`config.mk`:
```
export PLATFORM = sky130hd
export DESIGN_NAME = ssr_scan_read
export DESIGN_NICKNAME = d
export VERILOG_FILES = /design/src/verilog/ssr_pkg.sv /design/src/verilog/ssr_scan_read.sv
export SDC_FILE = /design/constraint.sdc
export NUM_CORES = 2
export LEC_CHECK = 0
export ABC_AREA = 1
export ABC_CLOCK_PERIOD_IN_PS = 8100
export BUFFER_PORTS_ARGS = -buffer_cell sky130_fd_sc_hd__buf_2
export CAP_MARGIN = 5
export CORE_MARGIN = 3
export CORE_UTILIZATION = 25
export CTS_CLUSTER_DIAMETER = 60
export CTS_CLUSTER_SIZE = 8
export DETAILED_ROUTE_END_ITERATION = 6
export GPL_TIMING_DRIVEN = 1
export PLACE_DENSITY = 0.37
export SYNTH_ARGS = -nofsm -noshare
export SYNTH_HDL_FRONTEND = slang
export SYNTH_SLANG_ARGS = --single-unit
```
`constraint.sdc`:
```
create_clock -name mclk -period 8.1 [get_ports mclk]
set_input_delay 0.81 -clock mclk [delete_from_list [all_inputs] [get_ports mclk]]
set_output_delay 0.81 -clock mclk [all_outputs]
set_load 0.02 [all_outputs]
```
`src/verilog/ssr_pkg.sv`:
```
package ssr_pkg;
	// ----------------------------------------
	// command decoding
	// ----------------------------------------
	localparam logic [7:0] OP_SCAN      = 8'h1b;
	localparam logic [7:0] OP_READ      = 8'h28;
	localparam logic [3:0] SCAN_CDB_LEN = 4'h6;
	localparam logic [3:0] READ_CDB_LEN = 4'ha;
	localparam logic [3:0] SCAN_LEN_IDX = 4'h4;
	localparam logic [3:0] READ_TYPE_IDX = 4'h2;
	localparam logic [3:0] READ_WID_IDX = 4'h5;
	localparam logic [3:0] READ_LEN_MSB = 4'h6;
	localparam logic [3:0] READ_LEN_MID = 4'h7;
	localparam logic [3:0] READ_LEN_LSB = 4'h8;

	// ----------------------------------------
	// data types and window identifiers
	// ----------------------------------------
	localparam logic [7:0] DT_IMAGE = 8'h00;
	localparam logic [7:0] DT_PIXSZ = 8'h80;
	localparam logic [7:0] DT_PAPER = 8'h81;
	localparam logic [7:0] WID_FRONT = 8'h00;
	localparam logic [7:0] WID_BACK  = 8'h80;

	// ----------------------------------------
	// status bytes
	// ----------------------------------------
	localparam logic [7:0] ST_GOOD     = 8'h00;
	localparam logic [7:0] ST_CHECK    = 8'h02;
	localparam logic [7:0] ST_CONFLICT = 8'h18;

	// ----------------------------------------
	// records and arithmetic
	// ----------------------------------------
	localparam logic [4:0]  PIXSZ_REC_LEN = 5'h10;
	localparam logic [4:0]  PAPER_REC_LEN = 5'h08;
	localparam logic [4:0]  PIXSZ_COUNT_END = 5'h08;
	localparam logic [11:0] PIX_DIVISOR  = 12'h4b0;
	localparam logic [5:0]  DIV_STEPS    = 6'h20;
	localparam logic [2:0]  PIX_LAST_BIT = 3'h7;

	typedef enum logic [2:0] {
		ST_IDLE = 3'b000,
		ST_CDB  = 3'b001,
		ST_LIST = 3'b010,
		ST_CALC = 3'b011,
		ST_XFER = 3'b100,
		ST_STAT = 3'b101
	} ssr_state_t;
endpackage : ssr_pkg

```
`src/verilog/ssr_scan_read.sv`:
```
`timescale 1ns/1ps
// Function
// - scan opcode starts scan, byte4 list length
// - zero list length: no data, no error
// - each list byte selects one window
// - simplex allows only window 00h
// - read type: image, pixel size, paper
// - send-only and reserved types rejected
// - image window id from byte 5
// - qualifier ignored for non-image types
// - three-byte length counts one-byte blocks
// - zero read length ends good, no data
// - short read: check, ILI, valid, residue
// - reservation conflict: status, no data
// - eight pixels per byte, leftmost bit7
// - raster bytes sent top-down, left-right
// - pixel size only before image read
// - pixel count = resolution*extent/1200
// - 16-byte record, X then Y, msb first
module ssr_scan_read
	import ssr_pkg::*;
(
	input  wire logic        mclk,
	input  wire logic        rst,
	input  wire logic        cdbValid,
	input  wire logic [7:0]  cdbByte,
	input  wire logic        doutValid,
	input  wire logic [7:0]  doutByte,
	output logic             doutReady,
	output logic             dinValid,
	output logic [7:0]       dinByte,
	input  wire logic        dinReady,
	input  wire logic        pixValid,
	input  wire logic        pixBit,
	output logic             pixReady,
	input  wire logic        imageEnd,
	input  wire logic        duplexEn,
	input  wire logic        resvConflict,
	input  wire logic        windowNew,
	input  wire logic [15:0] xRes,
	input  wire logic [15:0] yRes,
	input  wire logic [15:0] winWidth,
	input  wire logic [15:0] winLength,
	input  wire logic [63:0] paperRec,
	output logic             busy,
	output logic             cmdDone,
	output logic [7:0]       statusByte,
	output logic             illegalReq,
	output logic             senseValid,
	output logic             senseIli,
	output logic [23:0]      senseInfo,
	output logic             scanStart,
	output logic             frontSel,
	output logic             backSel,
	output logic [7:0]       imageWindow
);
	import ssr_pkg::*;

	// ----------------------------------------
	// state
	// ----------------------------------------
	ssr_state_t state_reg;
	logic [3:0]  cdbIdx_reg;
	logic [7:0]  opcode_reg;
	logic [7:0]  dataType_reg;
	logic [7:0]  listLen_reg;
	logic [23:0] remain_reg;
	logic [4:0]  recIdx_reg;
	logic [7:0]  pixShift_reg;
	logic [2:0]  bitCnt_reg;
	logic [5:0]  divCnt_reg;
	logic        pxAvail_reg;
	logic        busy_reg;
	logic        badId_reg;
	logic        dinValid_reg;
	logic [7:0]  dinByte_reg;
	logic        pixReady_reg;
	logic        doutReady_reg;
	logic        cmdDone_reg;
	logic [7:0]  statusByte_reg;
	logic        illegalReq_reg;
	logic        senseValid_reg;
	logic [23:0] senseInfo_reg;
	logic        scanStart_reg;
	logic        frontSel_reg;
	logic        backSel_reg;
	logic [7:0]  imageWindow_reg;
	logic [31:0] pxCount [2];

	logic cdbLast;
	logic byteTaken;
	logic pixTaken;
	logic listTaken;
	logic isImage;
	logic isRecord;
	logic [4:0]  recLen;
	logic [63:0] recWord;
	logic [7:0]  recByte;
	logic        recEmpty;
	logic        imgDry;
	logic        pixReady_next;

	assign cdbLast = cdbValid && (state_reg == ST_CDB)
		&& (cdbIdx_reg == ((opcode_reg == OP_SCAN) ? SCAN_CDB_LEN
		: READ_CDB_LEN) - 4'h1);
	assign byteTaken = dinValid_reg && dinReady;
	assign pixTaken  = pixValid && pixReady_reg;
	assign listTaken = doutValid && doutReady_reg;
	assign isImage   = (dataType_reg == DT_IMAGE);
	assign isRecord  = (dataType_reg == DT_PIXSZ)
		|| (dataType_reg == DT_PAPER);
	// a record asked for when stale counts as zero bytes available
	assign recLen = (dataType_reg == DT_PAPER) ? PAPER_REC_LEN
		: (pxAvail_reg ? PIXSZ_REC_LEN : 5'h00);
	assign recWord = (dataType_reg == DT_PAPER) ? paperRec
		: {pxCount[0], pxCount[1]};
	assign recByte = (recIdx_reg >= PIXSZ_COUNT_END
		&& dataType_reg == DT_PIXSZ) ? 8'h00
		: 8'(recWord >> {~recIdx_reg[2:0], 3'h0});
	assign recEmpty = (recIdx_reg >= recLen);
	// a source that stops mid-byte drops the partial byte, never hangs
	assign imgDry   = imageEnd && !pixTaken;
	assign pixReady_next = (state_reg == ST_XFER) && isImage
		&& !dinValid_reg && (remain_reg != 24'h0)
		&& !(pixTaken && bitCnt_reg == PIX_LAST_BIT) && !imageEnd;

	// ----------------------------------------
	// pixel count dividers, one per axis
	// ----------------------------------------
	genvar ax;
	generate
		for (ax = 0; ax < 2; ax++)
		begin : g_axis
			logic [31:0] dvd_reg;
			logic [31:0] quo_reg;
			logic [11:0] rem_reg;
			logic [11:0] trial;
			logic [31:0] prod;
			assign prod = (ax == 0) ? xRes * winWidth
				: yRes * winLength;
			assign trial = {rem_reg[10:0], dvd_reg[31]};
			assign pxCount[ax] = quo_reg;
			always_ff @(posedge mclk)
			begin
				if (rst)
				begin
					dvd_reg <= 32'h0;
					quo_reg <= 32'h0;
					rem_reg <= 12'h0;
				end
				else if (state_reg == ST_CDB && cdbLast)
				begin
					dvd_reg <= prod;
					quo_reg <= 32'h0;
					rem_reg <= 12'h0;
				end
				else if (state_reg == ST_CALC)
				begin
					// restoring division, one quotient bit a cycle
					dvd_reg <= {dvd_reg[30:0], 1'b0};
					if (trial >= PIX_DIVISOR)
					begin
						rem_reg <= trial - PIX_DIVISOR;
						quo_reg <= {quo_reg[30:0], 1'b1};
					end
					else
					begin
						rem_reg <= trial;
						quo_reg <= {quo_reg[30:0], 1'b0};
					end
				end
			end
		end
	endgenerate

	// ----------------------------------------
	// command sequencing
	// ----------------------------------------
	always_ff @(posedge mclk)
	begin
		if (rst)
		begin
			state_reg  <= ST_IDLE;
			cdbIdx_reg <= 4'h0;
			opcode_reg <= 8'h00;
			divCnt_reg <= 6'h0;
			busy_reg   <= 1'b0;
		end
		else
		begin
			unique case (state_reg)
				ST_IDLE:
					if (cdbValid)
					begin
						opcode_reg <= cdbByte;
						cdbIdx_reg <= 4'h1;
						busy_reg   <= 1'b1;
						if (cdbByte == OP_SCAN || cdbByte == OP_READ)
							state_reg <= ST_CDB;
						else
							state_reg <= ST_STAT;
					end
				ST_CDB:
					if (cdbValid)
					begin
						cdbIdx_reg <= cdbIdx_reg + 4'h1;
						if (cdbLast)
							state_reg <= ST_STAT;
						if (cdbLast && opcode_reg == OP_SCAN
							&& listLen_reg != 8'h00)
							state_reg <= ST_LIST;
						if (cdbLast && opcode_reg == OP_READ
							&& !resvConflict && dataType_reg == DT_PIXSZ)
						begin
							state_reg  <= ST_CALC;
							divCnt_reg <= 6'h0;
						end
						else if (cdbLast && opcode_reg == OP_READ
							&& !resvConflict && (isImage || isRecord)
							&& remain_reg != 24'h0)
							state_reg <= ST_XFER;
					end
				ST_LIST:
					if (listTaken && listLen_reg == 8'h01)
						state_reg <= ST_STAT;
				ST_CALC:
				begin
					divCnt_reg <= divCnt_reg + 6'h1;
					if (divCnt_reg == DIV_STEPS - 6'h1)
						state_reg <= (remain_reg == 24'h0) ? ST_STAT
							: ST_XFER;
				end
				ST_XFER:
					if (!dinValid_reg && (remain_reg == 24'h0
						|| (isRecord && recEmpty) || (isImage && imgDry)))
						state_reg <= ST_STAT;
				ST_STAT:
				begin
					state_reg <= ST_IDLE;
					busy_reg  <= 1'b0;
				end
				default:
				begin
					state_reg <= ST_IDLE;
					busy_reg  <= 1'b0;
				end
			endcase
		end
	end

	// ----------------------------------------
	// command field capture
	// ----------------------------------------
	always_ff @(posedge mclk)
	begin
		if (rst)
		begin
			dataType_reg    <= 8'h00;
			listLen_reg     <= 8'h00;
			remain_reg      <= 24'h0;
			imageWindow_reg <= 8'h00;
		end
		else if (state_reg == ST_CDB && cdbValid)
		begin
			if (opcode_reg == OP_SCAN && cdbIdx_reg == SCAN_LEN_IDX)
				listLen_reg <= cdbByte;
			if (opcode_reg == OP_READ)
			begin
				if (cdbIdx_reg == READ_TYPE_IDX)
					dataType_reg <= cdbByte;
				// qualifier byte 5 is the window id, kept for image reads only
				if (cdbIdx_reg == READ_WID_IDX && isImage)
					imageWindow_reg <= cdbByte;
				if (cdbIdx_reg == READ_LEN_MSB)
					remain_reg[23:16] <= cdbByte;
				if (cdbIdx_reg == READ_LEN_MID)
					remain_reg[15:8] <= cdbByte;
				if (cdbIdx_reg == READ_LEN_LSB)
					remain_reg[7:0] <= cdbByte;
			end
		end
		else
		begin
			if (listTaken)
				listLen_reg <= listLen_reg - 8'h01;
			if (byteTaken)
				remain_reg <= remain_reg - 24'h1;
		end
	end

	// ----------------------------------------
	// window identifier list
	// ----------------------------------------
	always_ff @(posedge mclk)
	begin
		if (rst)
		begin
			frontSel_reg  <= 1'b0;
			backSel_reg   <= 1'b0;
			badId_reg     <= 1'b0;
			doutReady_reg <= 1'b0;
			scanStart_reg <= 1'b0;
		end
		else
		begin
			scanStart_reg <= cdbLast && opcode_reg == OP_SCAN;
			doutReady_reg <= (state_reg == ST_LIST)
				&& !(listTaken && listLen_reg == 8'h01);
			if (cdbLast && opcode_reg == OP_SCAN)
			begin
				frontSel_reg <= 1'b0;
				backSel_reg  <= 1'b0;
				badId_reg    <= 1'b0;
			end
			else if (listTaken)
			begin
				if (doutByte == WID_FRONT)
					frontSel_reg <= 1'b1;
				else if (doutByte == WID_BACK && duplexEn)
					backSel_reg <= 1'b1;
				else
					badId_reg <= 1'b1;
			end
		end
	end

	// ----------------------------------------
	// data in path: packing and records
	// ----------------------------------------
	always_ff @(posedge mclk)
	begin
		if (rst)
		begin
			dinValid_reg <= 1'b0;
			dinByte_reg  <= 8'h00;
			pixShift_reg <= 8'h00;
			bitCnt_reg   <= 3'h0;
			recIdx_reg   <= 5'h00;
			pixReady_reg <= 1'b0;
		end
		else
		begin
			pixReady_reg <= pixReady_next;
			if (state_reg == ST_CDB)
			begin
				recIdx_reg <= 5'h00;
				bitCnt_reg <= 3'h0;
			end
			if (byteTaken)
				dinValid_reg <= 1'b0;
			// image bytes leave in source order: top raster first
			if (pixTaken)
			begin
				pixShift_reg <= {pixShift_reg[6:0], pixBit};
				bitCnt_reg   <= bitCnt_reg + 3'h1;
				if (bitCnt_reg == PIX_LAST_BIT)
				begin
					dinByte_reg  <= {pixShift_reg[6:0], pixBit};
					dinValid_reg <= 1'b1;
				end
			end
			// one idle cycle between record bytes keeps the index simple
			if (state_reg == ST_XFER && isRecord && !dinValid_reg
				&& remain_reg != 24'h0 && !recEmpty)
			begin
				dinByte_reg  <= recByte;
				dinValid_reg <= 1'b1;
				recIdx_reg   <= recIdx_reg + 5'h01;
			end
		end
	end

	// ----------------------------------------
	// pixel size freshness
	// ----------------------------------------
	always_ff @(posedge mclk)
	begin
		if (rst)
			pxAvail_reg <= 1'b0;
		else if (windowNew)
			pxAvail_reg <= 1'b1;
		else if (byteTaken && isImage && state_reg == ST_XFER)
			pxAvail_reg <= 1'b0;
	end

	// ----------------------------------------
	// completion status and sense
	// ----------------------------------------
	always_ff @(posedge mclk)
	begin
		if (rst)
		begin
			cmdDone_reg    <= 1'b0;
			statusByte_reg <= ST_GOOD;
			illegalReq_reg <= 1'b0;
			senseValid_reg <= 1'b0;
			senseInfo_reg  <= 24'h0;
		end
		else
		begin
			cmdDone_reg <= (state_reg == ST_STAT);
			if (state_reg == ST_STAT)
			begin
				statusByte_reg <= ST_GOOD;
				illegalReq_reg <= 1'b0;
				senseValid_reg <= 1'b0;
				senseInfo_reg  <= 24'h0;
				if (opcode_reg == OP_READ && resvConflict)
					statusByte_reg <= ST_CONFLICT;
				else if ((opcode_reg != OP_SCAN && opcode_reg != OP_READ)
					|| (opcode_reg == OP_SCAN && badId_reg)
					|| (opcode_reg == OP_READ && !isImage && !isRecord))
				begin
					statusByte_reg <= ST_CHECK;
					illegalReq_reg <= 1'b1;
				end
				else if (opcode_reg == OP_READ && remain_reg != 24'h0)
				begin
					statusByte_reg <= ST_CHECK;
					senseValid_reg <= 1'b1;
					senseInfo_reg  <= remain_reg;
				end
			end
		end
	end

	assign doutReady   = doutReady_reg;
	assign dinValid    = dinValid_reg;
	assign dinByte     = dinByte_reg;
	assign pixReady    = pixReady_reg;
	assign busy        = busy_reg;
	assign cmdDone     = cmdDone_reg;
	assign statusByte  = statusByte_reg;
	assign illegalReq  = illegalReq_reg;
	assign senseValid  = senseValid_reg;
	assign senseIli    = senseValid_reg;
	assign senseInfo   = senseInfo_reg;
	assign scanStart   = scanStart_reg;
	assign frontSel    = frontSel_reg;
	assign backSel     = backSel_reg;
	assign imageWindow = imageWindow_reg;

	// ----------------------------------------
	// checks
	// ----------------------------------------
	a_scan_starts: assert property (@(posedge mclk) disable iff (rst)
		cdbLast && opcode_reg == OP_SCAN |=> scanStart)
		else $error("scan start pulse missing");
	a_zero_list: assert property (@(posedge mclk) disable iff (rst)
		cdbLast && opcode_reg == OP_SCAN && listLen_reg == 8'h00
		|=> !doutReady ##1 cmdDone && statusByte == ST_GOOD)
		else $error("zero list length mishandled");
	a_simplex_back: assert property (@(posedge mclk) disable iff (rst)
		listTaken && doutByte == WID_BACK && !duplexEn |=> !$rose(backSel))
		else $error("back face accepted in simplex");
	a_reserved_type: assert property (@(posedge mclk) disable iff (rst)
		cmdDone && opcode_reg == OP_READ && !isImage && !isRecord
		&& !resvConflict |-> statusByte == ST_CHECK && illegalReq)
		else $error("reserved data type not rejected");
	a_conflict_nodata: assert property (@(posedge mclk) disable iff (rst)
		cdbLast && opcode_reg == OP_READ && resvConflict
		|=> !dinValid ##1 cmdDone && statusByte == ST_CONFLICT)
		else $error("conflict did not end read");
	a_short_residue: assert property (@(posedge mclk) disable iff (rst)
		state_reg == ST_STAT && opcode_reg == OP_READ && !resvConflict
		&& (isImage || isRecord) && remain_reg != 24'h0
		|=> senseValid && senseIli && senseInfo == $past(remain_reg))
		else $error("short read sense wrong");
	a_pixel_pack: assert property (@(posedge mclk) disable iff (rst)
		pixTaken && bitCnt_reg == PIX_LAST_BIT
		|=> dinValid && dinByte[0] == $past(pixBit)
		&& dinByte[7] == $past(pixShift_reg[6]))
		else $error("pixel packing order wrong");
	a_pixsz_stale: assert property (@(posedge mclk) disable iff (rst)
		byteTaken && isImage && state_reg == ST_XFER && !windowNew
		|=> !pxAvail_reg)
		else $error("pixel size still offered after image");
	a_pixsz_msb: assert property (@(posedge mclk) disable iff (rst)
		state_reg == ST_XFER && dataType_reg == DT_PIXSZ && pxAvail_reg
		&& !dinValid_reg && remain_reg != 24'h0 && recIdx_reg == 5'h00
		|=> dinByte == pxCount[0][31:24])
		else $error("pixel size record not msb first");
endmodule : ssr_scan_read
```
==> out/results.tsv <==
metric	value	unit
max_cap_viol_count	0	
period_share	73.36	%
io_pins	214	
num_rows	130	
antenna_found_initial	3	
num_vias	27750	
grt_usage	15.73	%
synth_top_area_share	24.39	%
cp-start-kind	input pin	
fp.dieH	362.9	um
routedWlPerCell	16.31	um
place_hpwl	77.94	mm
dieArea	131700	sq um
crit_path_max_incr_delay	550	ps
cts_setup_buffers	0	
cts_resized	0	
grt_pass1_wl	165.9	mm
io_buffers	208	
cts_tree	built	
drv_slew	0	
worstSkewPairLatency	620	ps
syn-cell-area	31850	sq um
rsz0062_at_grt	false	
area_delta_synth_final	11.69	%
placeableCoreArea	126100	sq um
ys_warn_count	0	
ys_ff_latch	280	
post-place-ws	1502	ps
synth_seq_area_share	17.60	%
total_power	13.94	mW
combPwrFrac	75.3	%
yosysMostFrequentCell	nand2_1	
synth_cells	4568	
synthFlopType	dfxtp_1	
cellPowerDensity	391.8	nW/um^2
cts_root_buffer	clkbuf_16	
timing.final.ws_setup	2158	ps
cp.buffers_inverters	4	
synth_fa_ha_area_share	33.27	%
yosysTopAreaCell	fa_1	
path_delay_family	adder cells	
drt_drc_violations_left	0	
numCtsBuffers	50	
arrival	6370	ps
synth_edf_count	0	
drtPass1Iterations	5	
clockPowerShare	14.1	%
synth-simple-area-share	24.27	%
grt_overflow	0	
synthMuxAreaShare	0	%
fmax	0.1683	GHz
viasPerCell	4.426	
timing.critical_path.mode_cell	fa_1	
drive_gt1_share	7.319	%
hp-class	input pin to register	
synthXorXnorAreaFrac	1.430	%
cts_max_level	2	
p_leak	18.40	nW
synth_top_family_by_area	adder cells	
crit_slowest_cell	fa_1	
p_switching	7.702	mW
p_int	6.236	mW
clk_pin_slew	50	ps
synth.distinct_cells	52	
wl	102.2	mm
die_x	362.9	um
rrSetupSlack	3840	ps
start_util	25.27	%
slew_headroom	26.99	%
synth_compound_area_share	9.397	%
cp.required	8530	ps
tns	0	ps
critical_path.max_fanout	16	
crit_chain	buf_2, nand2_1, fa_1, fa_1, inv_1, fa_1, fa_1, fa_1, inv_1, fa_1, inv_1, ha_1, nand2_1, nor2_1, nor3b_1, nand4_1, nand4_1, nand3_1, nand2_1, a21oi_1	
setup.worst_path.end_class	register	
min_period	5942	ps
cts_hold_buf	0	
fin_worst_skew	63.93	ps
ir_drop	414.0	uV
hold_viol	0	
crit_type	input pin to register	
p_sw_share	55.26	%
clock_path_buffers	3	
finalSetupViolations	0	
gp_congestion	0.8297	
avgSynthCellArea	6.973	sq um
netlist_top_cells_count	nand2_1, inv_1, fa_1	
cts_sinks	280	
ys_top_cells_by_area	fa_1, dfxtp_1, nand2_1, inv_1, ha_1	
p_seq_share	10.6	%
ant_nets	0	
tightest_slew	1095	ps
first_global_vias	29460	
drt-initial-drc-count	1506	
status	finished, final reports clean	
nNetsFinal	5363	
grt_max_degree	103	
ys_async_sr_fraction	0	%
[cell families after synthesis]
logic type | after synthesis
flip-flops | 280
AO/OA/AOI/OAI | 559
AND/OR/NAND/NOR | 1904
buffers and inverters | 1158
other | 1
XOR/XNOR | 52
adder cells (fa/ha/maj) | 614
[power by group through the flow]
stage	combinational [mW]	sequential (mW)	clock, mW
3_3_place_gp	10.7	1.50	0
6_report	10.5	1.48	1.96
3_5_place_dp	10.6	1.50	0
4_1_cts	10.7	1.48	2.05
5_1_grt	12.3	1.48	2.10
2_1_floorplan	7.63	1.50	0
[layout by cell type (no fill, tap or decap), drive strengths merged, types with 26 or more instances in the layout]
cell and instances:
buf 224, ha 226, nand2 1387, dfxtp 280, nand4 34, nor2 203
nor3 26, xor2 32, a31oi 32, o21ai 181, a21oi 299, fa 388
nand3 232, clkbuf 63, inv 902
[metrics by stage]
| step | std cells | hold WS [ps] | cell area (sq um) | utilization (%) |
|---|---|---|---|---|
| floorplan | 4572 | 428.9 | 31870 | - |
| global placement | 6192 | 449.8 | 34040 | 27.00 |
| detailed placement | 6192 | 452.9 | 34040 | 27.00 |
| CTS | 6268 | 339.1 | 35570 | 28.22 |
| global route | 6269 | 356.4 | 35570 | 28.22 |
| finish | 6269 | 397.6 | 35570 | 28.22 |
[metal layers]
layer / part of all wire [%] / global-route usage, % / up-vias
li1: - / - / 13890
met1: 47 / 21.37 / 13330
met2: 48 / 27.00 / 412
met3: 3.2 / 1.552 / 116
met4: 2.0 / 3.404 / 2
met5: 0.012 / 0 / -
[worst paths after layout]
check | to | from | cells after the start
worst max-delay path | g_axis[1].dvd_reg[25]$_SDFFE_PP0P_ | yRes[10] | 20
worst min register to register | g_axis[0].rem_reg[2]$_SDFFE_PP0P_ | g_axis[0].rem_reg[1]$_SDFFE_PP0P_ | 2
worst min-delay path | scanStart$_SDFF_PP0_ | rst | 2
worst max register to register | dinByte[7]$_SDFFE_PP0P_ | dataType_reg[2]$_SDFFE_PP0P_ | 16
[layout make-up]
type / count / area [sq um]
Multi-Input combinational cell: 3134 / 21810
Sequential cell: 280 / 5605
Antenna cell: 1 / 2.502
Clock inverter: 13 / 176.4
Fill cell: 14030 / 90480
Clock buffer: 63 / 1360
Inverter: 904 / 3395
Timing Repair Buffer: 224 / 1164
Tap cell: 1650 / 2064
(Power assumes the default switching activity.)
